## src/hw/lcdf_pkg.sv

```systemverilog
//==========================================================================
// Behaviour
// - 128 Hz clock: codes 1..14 give 32/16, 21.3/10.6, 16/8 Hz (2x); 32/10.7, 32/8 (3x, 4x)
// - 128 Hz clock: code 15 gives 128 Hz wave, code 0 gives 64 Hz wave
// - high enable bits 7..2 make segment pins 25..20 LCD (1) or GPIO (0), reset 0
// - low enable bits 3..0 make segment pins 19..16 LCD (1) or GPIO (0), reset 0
// - pointer write with bit 7 set copies the data byte into segment memory
// - pointer bits 5..4 choose the screen; pointer bit 6 reads zero
// - pointer bits 3..0 give the byte address within the screen
// - data register holds the byte to write or the byte last fetched
// - after reset the two shared pins act as segment lines 28 and 27
// - multiplex field 10 turns segment pin 28 into common line 2
// - multiplex field 11 turns pin 28 into common 2 and pin 27 into common 3
// - segment pins 0..15 are LCD segment drivers at all times except in reset and the first cycle after it
// - shared pin 27 becomes common line 3 only together with pin 28 as common line 2, never alone
// - setting configuration bit 6 clears all segment memory to zero
// - reset clears every byte of every screen to zero
// - configuration bit 3 selects 2048 Hz (0) or 128 Hz (1) table
// - each pointer write starts a read or write on the chosen screen and byte
// - each screen holds fifteen bytes, even segment low nibble, odd high nibble
//==========================================================================
package lcdf_pkg;

  // bus geometry
  localparam int          ADDR_W       = 12;
  localparam int          DATA_W       = 32;
  localparam int          IDX_W        = ADDR_W - 2;
  localparam logic [1:0]  RESP_OKAY    = 2'h0;
  localparam logic [1:0]  RESP_SLVERR  = 2'h2;

  // register indices, byte address is four times the index
  localparam logic [IDX_W-1:0] IDX_CONFIG     = 10'h095;
  localparam logic [IDX_W-1:0] IDX_CLOCK      = 10'h096;
  localparam logic [IDX_W-1:0] IDX_SEG_HIGH   = 10'h097;
  localparam logic [IDX_W-1:0] IDX_STATUS     = 10'h098;
  localparam logic [IDX_W-1:0] IDX_POINTER    = 10'h0AC;
  localparam logic [IDX_W-1:0] IDX_DATA       = 10'h0AE;
  localparam logic [IDX_W-1:0] IDX_SEG_LOW    = 10'h0ED;

  // writable bit masks, reset value
  localparam logic [7:0]  RESET_BYTE     = 8'h00;
  localparam logic [7:0]  MASK_CONFIG    = 8'hBF;
  localparam logic [7:0]  MASK_CLOCK     = 8'hFF;
  localparam logic [7:0]  MASK_SEG_HIGH  = 8'hFC;
  localparam logic [7:0]  MASK_SEG_LOW   = 8'h0F;
  localparam logic [7:0]  MASK_POINTER   = 8'hBF;

  // configuration fields
  localparam int          CFG_CLEAR_BIT  = 6;
  localparam int          CFG_LCD_CLOCK_SELECT_BIT_BIT = 3;
  localparam int          CFG_BIAS_BIT   = 2;
  localparam int          CFG_MUX_LSB    = 0;
  localparam logic [1:0]  MUX_2X         = 2'h1;
  localparam logic [1:0]  MUX_3X         = 2'h2;
  localparam logic [1:0]  MUX_4X         = 2'h3;
  localparam int          CLK_CODE_LSB   = 0;

  // pointer fields
  localparam int          PTR_WRITE_BIT  = 7;
  localparam int          PTR_SCREEN_LSB = 4;
  localparam int          PTR_ADDR_LSB   = 0;
  localparam int          SCREEN_W       = 2;
  localparam int          BYTE_ADDR_W    = 4;
  localparam int          SCREENS        = 4;
  localparam int          SCREEN_BYTES   = 15;

  // segment pin layout
  localparam int          SEG_PINS       = 26;
  localparam int          SEG_FIXED      = 16;
  localparam int          SEG_HIGH_LSB   = 2;
  localparam int          SEG_HIGH_PINS  = 6;
  localparam int          SEG_LOW_PINS   = 4;

  // frame codes
  localparam logic [3:0]  CODE_ZERO      = 4'h0;
  localparam logic [3:0]  CODE_ONE       = 4'h1;
  localparam logic [3:0]  CODE_TWO       = 4'h2;
  localparam logic [3:0]  CODE_TOP       = 4'hF;

  // frequencies in tenths of a hertz
  localparam int          FREQ_W         = 11;
  localparam logic [FREQ_W-1:0] FREQ_128_0 = 11'h500;
  localparam logic [FREQ_W-1:0] FREQ_64_0  = 11'h280;
  localparam logic [FREQ_W-1:0] FREQ_42_7  = 11'h1AB;
  localparam logic [FREQ_W-1:0] FREQ_32_0  = 11'h140;
  localparam logic [FREQ_W-1:0] FREQ_21_3  = 11'h0D5;
  localparam logic [FREQ_W-1:0] FREQ_16_0  = 11'h0A0;
  localparam logic [FREQ_W-1:0] FREQ_10_7  = 11'h06B;
  localparam logic [FREQ_W-1:0] FREQ_10_6  = 11'h06A;
  localparam logic [FREQ_W-1:0] FREQ_8_0   = 11'h050;

  // status register fields
  localparam int          STAT_WAVE_LSB  = 0;
  localparam int          STAT_FRAME_LSB = 16;
  localparam int          STAT_VALID_BIT = 31;

endpackage : lcdf_pkg

```

## src/hw/lcdf_seg_mem.sv

```systemverilog
`timescale 1ns/1ps
`default_nettype none
//==========================================================================
// segment memory: four screens of fifteen bytes
//==========================================================================
module lcdf_seg_mem
  import lcdf_pkg::*;
(
  // clock and reset
  input  wire logic                        clk,
  input  wire logic                        srst,
  // bulk clear
  input  wire logic                        clear,
  // processor port
  input  wire logic                        wr_en,
  input  wire logic [lcdf_pkg::SCREEN_W-1:0]    cpu_screen,
  input  wire logic [lcdf_pkg::BYTE_ADDR_W-1:0] cpu_addr,
  input  wire logic [7:0]                  wr_data,
  output logic      [7:0]                  rd_data,
  // display scan port
  input  wire logic [lcdf_pkg::SCREEN_W-1:0]    disp_screen,
  input  wire logic [lcdf_pkg::BYTE_ADDR_W-1:0] disp_addr,
  output logic      [7:0]                  disp_data
);

  typedef struct packed {
    logic [SCREENS-1:0][SCREEN_BYTES-1:0][7:0] mem;
    logic [7:0]                                disp_data;
  } lcdf_mem_state_type;

  lcdf_mem_state_type s;
  lcdf_mem_state_type next_s;

  // out of range bytes read as zero
  function automatic logic [7:0] fetch(input lcdf_mem_state_type st,
                                       input logic [SCREEN_W-1:0] scr,
                                       input logic [BYTE_ADDR_W-1:0] adr);
    fetch = RESET_BYTE;
    if (32'(adr) < SCREEN_BYTES) begin
      fetch = st.mem[scr][adr];
    end
  endfunction : fetch

  assign rd_data   = fetch(s, cpu_screen, cpu_addr);
  assign disp_data = s.disp_data;

  // next state: clear wins over a write in the same cycle
  always_comb begin
    next_s           = s;
    next_s.disp_data = fetch(s, disp_screen, disp_addr);
    if (clear) begin
      next_s.mem = '0;
    end else if (wr_en && 32'(cpu_addr) < SCREEN_BYTES) begin
      next_s.mem[cpu_screen][cpu_addr] = wr_data;
    end
  end

  // state register, reset empties every screen
  always_ff @(posedge clk) begin
    if (srst) begin
      s <= '0;
    end else begin
      s <= next_s;
    end
  end

endmodule : lcdf_seg_mem
`default_nettype wire

```

## src/hw/lcdf_top.sv

```systemverilog
// Our own choice: the AXI4-Lite register port.
`timescale 1ns/1ps
`default_nettype none
//==========================================================================
// segment lcd frame decode, pin select and memory access
//==========================================================================
module lcdf_top
  import lcdf_pkg::*;
(
  // clock and reset
  input  wire logic                          CLK,
  input  wire logic                          SRST,
  // axi4-lite write address
  input  wire logic [lcdf_pkg::ADDR_W-1:0]   S_AXI_AWADDR,
  input  wire logic                          S_AXI_AWVALID,
  output logic                               S_AXI_AWREADY,
  // axi4-lite write data
  input  wire logic [lcdf_pkg::DATA_W-1:0]   S_AXI_WDATA,
  input  wire logic [3:0]                    S_AXI_WSTRB,
  input  wire logic                          S_AXI_WVALID,
  output logic                               S_AXI_WREADY,
  // axi4-lite write response
  output logic      [1:0]                    S_AXI_BRESP,
  output logic                               S_AXI_BVALID,
  input  wire logic                          S_AXI_BREADY,
  // axi4-lite read address
  input  wire logic [lcdf_pkg::ADDR_W-1:0]   S_AXI_ARADDR,
  input  wire logic                          S_AXI_ARVALID,
  output logic                               S_AXI_ARREADY,
  // axi4-lite read data
  output logic      [lcdf_pkg::DATA_W-1:0]   S_AXI_RDATA,
  output logic      [1:0]                    S_AXI_RRESP,
  output logic                               S_AXI_RVALID,
  input  wire logic                          S_AXI_RREADY,
  // display scan port
  input  wire logic [lcdf_pkg::SCREEN_W-1:0]    DISP_SCREEN,
  input  wire logic [lcdf_pkg::BYTE_ADDR_W-1:0] DISP_ADDR,
  output logic      [7:0]                    DISP_DATA,
  // pin function selects
  output logic      [lcdf_pkg::SEG_PINS-1:0] SEG_LCD_SELECT,
  output logic                               SEG27_IS_COMMON_LINE_3,
  output logic                               SEG28_IS_COMMON_LINE_2,
  // timing configuration
  output logic                               LCD_CLOCK_SELECT,
  output logic                               LCD_BIAS,
  output logic      [lcdf_pkg::FREQ_W-1:0]   WAVE_FREQ_TENTHS,
  output logic      [lcdf_pkg::FREQ_W-1:0]   FRAME_FREQ_TENTHS,
  output logic                               FREQ_VALID
);

  typedef struct packed {
    logic                     aw_held;
    logic [IDX_W-1:0]         aw_index;
    logic                     w_held;
    logic [7:0]               w_byte;
    logic                     w_lane0;
    logic                     bvalid;
    logic [1:0]               bresp;
    logic                     rvalid;
    logic [DATA_W-1:0]        rdata;
    logic [1:0]               rresp;
    logic [7:0]               lcd_configuration_register;
    logic [7:0]               lcd_clock_register;
    logic [7:0]               lcd_segment_enable_high;
    logic [7:0]               lcd_segment_enable_low;
    logic [7:0]               lcd_memory_pointer;
    logic [7:0]               lcd_memory_data;
    logic [SEG_PINS-1:0]      seg_select;
    logic                     seg27_common;
    logic                     seg28_common;
    logic [FREQ_W-1:0]        wave_freq;
    logic [FREQ_W-1:0]        frame_freq;
    logic                     freq_valid;
  } lcdf_state_type;

  lcdf_state_type s;
  lcdf_state_type next_s;

  logic       write_do;
  logic       ptr_write;
  logic       mem_wr_en;
  logic       mem_clear;
  logic [7:0] mem_rd_data;
  logic [IDX_W-1:0] rd_index;

  //==========================================================================
  // helper functions
  //==========================================================================

  // word index of a byte address
  function automatic logic [IDX_W-1:0] reg_index(input logic [ADDR_W-1:0] addr);
    reg_index = addr[ADDR_W-1:2];
  endfunction : reg_index

  // true for any register this block answers
  function automatic logic is_mapped(input logic [IDX_W-1:0] idx);
    is_mapped = (idx == IDX_CONFIG) || (idx == IDX_CLOCK) || (idx == IDX_SEG_HIGH) ||
                (idx == IDX_STATUS) || (idx == IDX_POINTER) || (idx == IDX_DATA) ||
                (idx == IDX_SEG_LOW);
  endfunction : is_mapped

  // waveform frequency for the slow clock table
  function automatic logic [FREQ_W-1:0] wave_of(input logic [3:0] code,
                                                 input logic [1:0] mux);
    if (code == CODE_TOP) begin
      wave_of = FREQ_128_0;
    end else if (code == CODE_ZERO) begin
      wave_of = FREQ_64_0;
    end else if (mux != MUX_2X) begin
      wave_of = FREQ_32_0;
    end else if (code == CODE_ONE) begin
      wave_of = FREQ_32_0;
    end else if (code == CODE_TWO) begin
      wave_of = FREQ_21_3;
    end else begin
      wave_of = FREQ_16_0;
    end
  endfunction : wave_of

  // frame frequency for the slow clock table
  function automatic logic [FREQ_W-1:0] frame_of(input logic [3:0] code,
                                                  input logic [1:0] mux);
    frame_of = FREQ_8_0;
    case (mux)
      MUX_3X: begin
        if (code == CODE_TOP) frame_of = FREQ_42_7;
        else if (code == CODE_ZERO) frame_of = FREQ_21_3;
        else frame_of = FREQ_10_7;
      end
      MUX_4X: begin
        if (code == CODE_TOP) frame_of = FREQ_32_0;
        else if (code == CODE_ZERO) frame_of = FREQ_16_0;
        else frame_of = FREQ_8_0;
      end
      default: begin
        if (code == CODE_TOP) frame_of = FREQ_64_0;
        else if (code == CODE_ZERO) frame_of = FREQ_32_0;
        else if (code == CODE_ONE) frame_of = FREQ_16_0;
        else if (code == CODE_TWO) frame_of = FREQ_10_6;
        else frame_of = FREQ_8_0;
      end
    endcase
  endfunction : frame_of

  //==========================================================================
  // bus handshakes and memory strobes
  //==========================================================================

  // ready while the slot is free and no response is pending
  assign S_AXI_AWREADY = !s.aw_held && !s.bvalid;
  assign S_AXI_WREADY  = !s.w_held && !s.bvalid;
  assign S_AXI_ARREADY = !s.rvalid;
  assign S_AXI_BVALID  = s.bvalid;
  assign S_AXI_BRESP   = s.bresp;
  assign S_AXI_RVALID  = s.rvalid;
  assign S_AXI_RDATA   = s.rdata;
  assign S_AXI_RRESP   = s.rresp;

  // a write is carried out once address and data are both held and byte lane 0 is strobed
  assign write_do  = s.aw_held && s.w_held && s.w_lane0;
  assign ptr_write = write_do && (s.aw_index == IDX_POINTER);
  assign mem_wr_en = ptr_write && s.w_byte[PTR_WRITE_BIT];
  assign mem_clear = write_do && (s.aw_index == IDX_CONFIG) &&
                     s.w_byte[CFG_CLEAR_BIT];
  assign rd_index  = reg_index(S_AXI_ARADDR);

  //==========================================================================
  // segment memory
  //==========================================================================

  lcdf_seg_mem u_seg_mem (
    .clk         (CLK),
    .srst        (SRST),
    .clear       (mem_clear),
    .wr_en       (mem_wr_en),
    .cpu_screen  (s.w_byte[PTR_SCREEN_LSB +: SCREEN_W]),
    .cpu_addr    (s.w_byte[PTR_ADDR_LSB +: BYTE_ADDR_W]),
    .wr_data     (s.lcd_memory_data),
    .rd_data     (mem_rd_data),
    .disp_screen (DISP_SCREEN),
    .disp_addr   (DISP_ADDR),
    .disp_data   (DISP_DATA)
  );

  //==========================================================================
  // next state
  //==========================================================================

  always_comb begin
    next_s = s;

    // capture address and data in either order
    if (S_AXI_AWVALID && S_AXI_AWREADY) begin
      next_s.aw_held  = 1'b1;
      next_s.aw_index = reg_index(S_AXI_AWADDR);
    end
    if (S_AXI_WVALID && S_AXI_WREADY) begin
      next_s.w_held  = 1'b1;
      next_s.w_byte  = S_AXI_WDATA[7:0];
      next_s.w_lane0 = S_AXI_WSTRB[0];
    end

    // complete the write and raise the response
    if (s.aw_held && s.w_held) begin
      next_s.aw_held = 1'b0;
      next_s.w_held  = 1'b0;
      next_s.bvalid  = 1'b1;
      next_s.bresp   = is_mapped(s.aw_index) ? RESP_OKAY : RESP_SLVERR;
      if (write_do) begin
        case (s.aw_index)
          IDX_CONFIG:   next_s.lcd_configuration_register = s.w_byte & MASK_CONFIG;
          IDX_CLOCK:    next_s.lcd_clock_register = s.w_byte & MASK_CLOCK;
          IDX_SEG_HIGH: next_s.lcd_segment_enable_high = s.w_byte & MASK_SEG_HIGH;
          IDX_SEG_LOW:  next_s.lcd_segment_enable_low = s.w_byte & MASK_SEG_LOW;
          IDX_POINTER:  next_s.lcd_memory_pointer = s.w_byte & MASK_POINTER;
          IDX_DATA:     next_s.lcd_memory_data = s.w_byte;
          default:      next_s.lcd_memory_data = s.lcd_memory_data;
        endcase
        // a pointer read fetches the addressed byte into the data register
        if (ptr_write && !s.w_byte[PTR_WRITE_BIT]) begin
          next_s.lcd_memory_data = mem_rd_data;
        end
      end
    end else if (s.bvalid && S_AXI_BREADY) begin
      next_s.bvalid = 1'b0;
    end

    // reads answer one cycle after the address is taken
    if (S_AXI_ARVALID && !s.rvalid) begin
      next_s.rvalid = 1'b1;
      next_s.rresp  = is_mapped(rd_index) ? RESP_OKAY : RESP_SLVERR;
      next_s.rdata  = '0;
      case (rd_index)
        IDX_CONFIG:   next_s.rdata[7:0] = s.lcd_configuration_register;
        IDX_CLOCK:    next_s.rdata[7:0] = s.lcd_clock_register;
        IDX_SEG_HIGH: next_s.rdata[7:0] = s.lcd_segment_enable_high;
        IDX_SEG_LOW:  next_s.rdata[7:0] = s.lcd_segment_enable_low;
        IDX_POINTER:  next_s.rdata[7:0] = s.lcd_memory_pointer;
        IDX_DATA:     next_s.rdata[7:0] = s.lcd_memory_data;
        IDX_STATUS: begin
          next_s.rdata[STAT_WAVE_LSB +: FREQ_W]  = s.wave_freq;
          next_s.rdata[STAT_FRAME_LSB +: FREQ_W] = s.frame_freq;
          next_s.rdata[STAT_VALID_BIT]           = s.freq_valid;
        end
        default:      next_s.rdata = '0;
      endcase
    end else if (s.rvalid && S_AXI_RREADY) begin
      next_s.rvalid = 1'b0;
    end

    // pin selects follow the enable and multiplex registers
    next_s.seg_select[SEG_FIXED-1:0] = '1;
    next_s.seg_select[SEG_FIXED +: SEG_LOW_PINS] =
      s.lcd_segment_enable_low[SEG_LOW_PINS-1:0];
    next_s.seg_select[SEG_FIXED+SEG_LOW_PINS +: SEG_HIGH_PINS] =
      s.lcd_segment_enable_high[SEG_HIGH_LSB +: SEG_HIGH_PINS];
    next_s.seg28_common =
      (s.lcd_configuration_register[CFG_MUX_LSB +: 2] == MUX_3X) ||
      (s.lcd_configuration_register[CFG_MUX_LSB +: 2] == MUX_4X);
    next_s.seg27_common =
      (s.lcd_configuration_register[CFG_MUX_LSB +: 2] == MUX_4X);

    // slow clock frame table, fast clock table is outside this block
    next_s.freq_valid = s.lcd_configuration_register[CFG_LCD_CLOCK_SELECT_BIT_BIT] &&
                        (s.lcd_configuration_register[CFG_MUX_LSB +: 2] != 2'h0);
    next_s.wave_freq  = '0;
    next_s.frame_freq = '0;
    if (next_s.freq_valid) begin
      next_s.wave_freq  = wave_of(s.lcd_clock_register[CLK_CODE_LSB +: 4],
                                  s.lcd_configuration_register[CFG_MUX_LSB +: 2]);
      next_s.frame_freq = frame_of(s.lcd_clock_register[CLK_CODE_LSB +: 4],
                                   s.lcd_configuration_register[CFG_MUX_LSB +: 2]);
    end
  end

  //==========================================================================
  // state register
  //==========================================================================

  always_ff @(posedge CLK) begin
    if (SRST) begin
      s <= '0;
    end else begin
      s <= next_s;
    end
  end

  // outputs straight from the state
  assign SEG_LCD_SELECT         = s.seg_select;
  assign SEG27_IS_COMMON_LINE_3 = s.seg27_common;
  assign SEG28_IS_COMMON_LINE_2 = s.seg28_common;
  assign LCD_CLOCK_SELECT       = s.lcd_configuration_register[CFG_LCD_CLOCK_SELECT_BIT_BIT];
  assign LCD_BIAS               = s.lcd_configuration_register[CFG_BIAS_BIT];
  assign WAVE_FREQ_TENTHS       = s.wave_freq;
  assign FRAME_FREQ_TENTHS      = s.frame_freq;
  assign FREQ_VALID             = s.freq_valid;

endmodule : lcdf_top
`default_nettype wire

```

## config.mk

```make
export PLATFORM = sky130hd
export DESIGN_NAME = lcdf_top
export DESIGN_NICKNAME = d
export VERILOG_FILES = /design/src/hw/lcdf_pkg.sv /design/src/hw/lcdf_seg_mem.sv /design/src/hw/lcdf_top.sv
export SDC_FILE = /design/constraint.sdc
export NUM_CORES = 2
export LEC_CHECK = 0
export BUFFER_PORTS_ARGS = -buffer_cell sky130_fd_sc_hd__buf_2
export CAP_MARGIN = 40
export CORE_UTILIZATION = 61
export CTS_CLUSTER_SIZE = 16
export DETAILED_ROUTE_END_ITERATION = 8
export MAX_ROUTING_LAYER = met4
export PLACE_DENSITY = 0.8
export SYNTH_ARGS = -nofsm -noshare
export SYNTH_HDL_FRONTEND = slang
export SYNTH_SLANG_ARGS = --single-unit
```

## constraint.sdc

```tcl
create_clock -name CLK -period 7.7 [get_ports CLK]
set_clock_uncertainty 0.05 [all_clocks]
set_input_delay 1.54 -clock CLK [delete_from_list [all_inputs] [get_ports CLK]]
set_output_delay 1.54 -clock CLK [all_outputs]
set_load 0.02 [all_outputs]
```

# Word-level counts from Yosys, hierarchy flattened
# Index checks and enable logic that the tools add are counted.
totals:
  ramBits: 0
  mem_count: 0
  register_bits: 629
  latch_bits: 0
  mem_bits_ro: 0
  out_inout_bits: 102
classes:
  order_cmp: 8
  eq_ne: 20
  div: 0
  mul: 0
  n_addsub: 0
  bitwise_logic: 2
  muxes: 42
  reduce_logical: 54
  shift: 0
op_table:
  columns: ["op", "count"]
  rows:
  - ["binary-select mux 120 bit (select 2 bit)", 2]
  - ["bitwise mux 480 bit", 1]
  - ["two-way mux 120 bit", 3]
  - ["demux 120 bit (select 2 bit)", 1]
  - ["== test 10 x 8 -> 1 bit (second input constant)", 14]
  - ["two-way mux 8 bit", 9]
  - ["binary-select mux 8 bit (select 4 bit)", 2]
  - ["one-hot mux 8 bit (7 select lines)", 1]
  - ["two-way mux 9 bit", 5]
  - ["two-way mux 41 bit", 1]
  - ["demux 8 bit (select 4 bit)", 1]
  - ["two-way mux 11 bit", 2]
  - ["two-way mux 22 bit", 1]
  - ["one-hot mux 11 bit (2 select lines)", 1]
  - ["two-way mux 10 bit", 2]
  - ["logical AND 1 bit", 18]
  - ["AND reduction 3 bit", 6]
  - ["logical OR 1 bit", 13]
  - ["less-than comparator 4 x 5 -> 1 bit (second input constant)", 2]
  - ["less-than comparator 4 bit (second input constant)", 2]
  - ["nonzero test 2 bit", 4]
  - ["OR reduction 2 bit", 4]
  - ["two-way mux 7 bit", 1]
  - ["less-than comparator 2 x 3 -> 1 bit (second input constant)", 2]
  - ["other kinds (17)", 28]

# Longest topological paths before layout
depth:
  word_depth: 8
  depth_mapped: 11
  mapped_depth_nobuf: 6

# Modules after synthesis
# A second synthesis with hierarchy kept.
hier_totals:
  cells_unflattened: 3451
  area_unflattened_um2: 30981.0
modules_own_cells:
  columns: ["module", "seq_area_each_um2", "area_each_um2", "cells_each", "instances"]
  rows:
  - ["lcdf_seg_mem", 9769.4, 25539.5, 2821, 1]
  - ["lcdf_top", 2322.2, 5441.5, 630, 1]

# Worst setup path before layout
# OpenSTA, ideal clock, no wires.
synth_path:
  path_kind: "in2reg"
  startpoint: "in DISP_SCREEN[1] (netlist bit)"
  endpoint: "reg u_seg_mem.s (netlist bit u_seg_mem.disp_data[2])"
  stages: 5
  n_path_buf: 2
  setup_slack_ps: 3970
  t_arrival_ps: 3560
  t_required_ps: 7530
  cell_sequence: "buf_2 -> buf_1 -> mux4_2 -> mux4_2 -> a211o_1"
synth_between:
  elab_chain_cells: 4
synth_lines:
  columns: ["item", "line_no", "rtl"]
  rows:
  - ["start: declaration", "lcdf_top.sv:36", "input wire logic [lcdf_pkg::SCREEN_W-1:0] DISP_SCREEN,"]
  - ["binary-select mux 120 bit (select 2 bit)", "lcdf_seg_mem.sv:40", "fetch = st.mem[scr][adr];"]
  - ["two-way mux 120 bit (implied by the code)", "lcdf_seg_mem.sv:40", null]
  - ["binary-select mux 8 bit (select 4 bit)", "lcdf_seg_mem.sv:40", null]
  - ["two-way mux 8 bit (implied by the code)", "lcdf_seg_mem.sv:40", null]
  - ["end signal: assignment", "lcdf_seg_mem.sv:63", "s <= next_s;"]
  - ["end: declaration", "lcdf_seg_mem.sv:31", "lcdf_mem_state_type s;"]
# Every way passes these cells. The select of a mux whose other input is x is not followed.
# A chain may end at the register's enable or synchronous reset.

# Final worst setup path
layout_path:
  startpoint: "reg s[143] (netlist bit)"
  endpoint: "reg s[52] (netlist bit)"
layout_between:
  elab_chain_cells: 6
layout_lines:
  columns: ["item", "line_no", "rtl"]
  rows:
  - ["start: declaration", "lcdf_top.sv:76", "lcdf_state_type s;"]
  - ["start signal: assignment", "lcdf_top.sv:284", "s <= next_s;"]
  - ["binary-select mux 120 bit (select 2 bit)", "lcdf_seg_mem.sv:40", null]
  - ["two-way mux 120 bit (implied by the code)", "lcdf_seg_mem.sv:40", null]
  - ["binary-select mux 8 bit (select 4 bit)", "lcdf_seg_mem.sv:40", null]
  - ["two-way mux 8 bit (implied by the code)", "lcdf_seg_mem.sv:40", null]
  - ["two-way mux 8 bit", "lcdf_seg_mem.sv:39", "if (32'(adr) < SCREEN_BYTES) begin"]
  - ["two-way mux 8 bit", "lcdf_top.sv:220", "if (ptr_write && !s.w_byte[PTR_WRITE_BIT]) begin"]
# Every way passes these cells. The select of a mux whose other input is x is not followed.

==> impl_metrics.toml <==
[outcome]
status = "complete, no violations"

[synth]
synthesis.area_um2 = 31100
yosys_warnings = 0
yosysSeqAreaShare_pct = 38.9
synth_top_cell_area_share_pct = 38.9
synth_compound_area_share_pct = 13.6
syn_inst = 3559
synth_fa_ha_area_share_pct = 0
synthSimpleGateAreaFrac_pct = 19.9
synth_xor_area_share_pct = 0.0281
yosysTopAreaCell = "dfxtp_1"
ys_async_sr_fraction_pct = 0
synth.area.top_cells = "dfxtp_1 39%, mux4_2 16%, nand2_1 13%"
yosys-mux-area-fraction_pct = 20.1
synth_edf_count = 0
synth-seq-cells = 604
synth_top_flop_cell = "dfxtp_1"
synth_top_family_by_area = "multiplexers"
synth.avg_cell_area_um2 = 8.74
synth_cell_types = 73

[cells_and_area]
drive_above_1_share_pct = 17.3
final_nets = 3473
final_cell_area_um2 = 32800
n_fill_cell = 3973
post-route-util_pct = 65.3
final_cell_mix = "1,096 x nand2_1, 592 x dfxtp_1, 570 x a21oi_1"
finalNonFillerCells = 4125
final_common_cell = "nand2_1"
syn_to_final_growth_pct = 5.57

[sta]
drv_slew = 0
holdWs_ns = 0.396
final.min_clock_period_ns = 3.99
worst_slack_ns = 3.71
max_slew_margin_pct = 38.5
hold_violations = 0
fin_crit_sh_pct = 51.8
rsz0062_at_grt = "false"
tightest_slew_ns = 0.923
setup_tns_ns = 0
finalSetupViolCount = 0
fmax_mhz = 250

[clocking]
cts_max_level = 2
clk_pin_slew_ns = 0.07
cts_tree = "yes"
cts-root-buf = "clkbuf_16"
cts-resized-gates = 0
clk_path_buf_depth = 3
clk_latency_ns = 0.65
cts_hold_buf = 0
cts_setup_buffers = 0
cts_buffers = 61
clkSinkCount = 604

[floorplan]
die_h_um = 228
core-area_um2 = 50300
rows = 82
die-area_um2 = 51900
start_util_pct = 61.9
die_x_um = 228
io_pins = 175

[global_routing]
grt_usage_pct = 34.9
grt_max_degree = 149
antenna_found_initial = 3
grt_pass1_wl_mm = 139
grt_pass1_vias = 24100
globalRouteOverflowTotal = 0

[placement]
io_buffers = 128
placed_cell_area_um2 = 30700
dp_slack_ns = 3.23
placed_cells = 4008
gp_congestion = 0.960
place_hpwl_mm = 57.7

[route]
first_iter_violations = 3804
ant_nets = 0
viasPerCell = 6.45
drt-wirelength-per-cell_um = 22.0
remaining_drc_errors = 0
wl_mm = 90.7
dr.pass1.iters = 6
vias = 26600

[setup_path]
crit_type = "flip-flop to flip-flop"
endpoint_kind = "flip-flop"
crit_arrival_ns = 4.39
cp_max_fo = 72
worstSetupStartpointType = "flip-flop"
cp.required_ns = 8.10

[power_and_ir_drop]
peakVddDrop_mv = 0.179
power_mw = 6.66
powerDensity_nw_per_um2 = 203
power_leakage_nw = 10.4

[hold_path]
hp-class = "flip-flop to flip-flop"

[job]
max_cap_viol_count = 0
## registers in the layout (all words and copies together), names as in the netlist
name,flops
S_AXI_RDATA,21
S_AXI_RRESP,1
WAVE_FREQ_TENTHS,7
SEG_LCD_SELECT,11
u_seg_mem.disp_data,8
SEG27_IS_COMMON_LINE_3,1
FREQ_VALID,1
SEG28_IS_COMMON_LINE_2,1
S_AXI_BVALID,1
LCD_BIAS,1
u_seg_mem.s,480
next_s,10
S_AXI_BRESP,1
S_AXI_RVALID,1
FRAME_FREQ_TENTHS,9
LCD_CLOCK_SELECT,1
s,49
## kinds of logic (layout without fill, tap and decap cells)
group / count (synthesis) / in the layout
simple gates: 1444 / 1444
xor+xnor: 1 / 1
other cells: 1 / 19
mux: 344 / 344
compound gates: 749 / 749
flops: 604 / 604
buf+inv: 416 / 292
## cell usage after synthesis (3+ instances only)
master,instances
nand2_1,1097
inv_1,12
nor2b_1,39
buf_6,3
mux2i_1,113
and2_1,6
a21oi_1,570
o221ai_1,11
mux2_2,7
or2_2,25
buf_2,82
clkbuf_8,21
buf_4,114
nor2_4,20
a21bo_2,7
or2_1,26
a211o_1,5
and3_1,4
a211oi_1,20
nor4_1,9
nand3_1,22
o21ai_0,12
dfxtp_1,604
a22oi_1,55
a21o_1,6
a2111oi_1,14
nor2_2,21
mux4_2,224
a31oi_1,3
or2_0,13
nand4_1,6
o31ai_1,6
buf_1,24
o211ai_1,7
nor3_1,12
o22ai_1,16
nand2b_1,11
nor2_1,102
clkbuf_1,159
nand3b_1,6
## layout make-up
class | count | area (um2) | share of cell area [%]
multi-input cells | 2553 | 16700 | 51.0
inverters | 12 | 45.0 | 0.137
flip-flops and latches | 604 | 12100 | 36.9
repair buffers | 168 | 1010 | 3.07
clock buffers | 85 | 1770 | 5.39
diodes | 4 | 10.0 | 0.0305
clock inverters | 27 | 317 | 0.964
well taps | 672 | 841 | 2.56
## worst max-delay path, cell delays in order, from the launching register on
cell,delay (ns)
dfxtp_4,0.87
buf_12,0.52
mux4_2,0.40
mux4_2,0.28
nor2b_1,0.05
nor4_1,0.75
a2111oi_1,0.12
a2111oi_1,0.72
## per-layer routing
| layer | routed length, um | up-vias | GRT usage [%] |
|---|---|---|---|
| met5 | 0 | - | - |
| met2 | 40800 | 1745 | 51.8 |
| met1 | 34300 | 12700 | 45.6 |
| li1 | - | 11900 | - |
| met4 | 4130 | 0 | 15.4 |
| met3 | 11400 | 278 | 8.16 |
## power by group
group          leakage [nW]  internal, mW  switching [mW]
sequential             4.87          3.13          0.0235
combinational          4.50         0.127           0.278
clock                  1.01          1.80            1.30
## worst paths after layout
kind                        from              to  slack (ns)  cells past startpoint
hold / removal    S_AXI_RDATA[0]  S_AXI_RDATA[0]        0.40                      2
setup reg to reg          s[143]           s[52]        3.71                      7
hold reg to reg   S_AXI_RDATA[0]  S_AXI_RDATA[0]        0.40                      2
setup / recovery          s[143]           s[52]        3.71                      7
No activity file was read; power rests on OpenSTA's default activity.
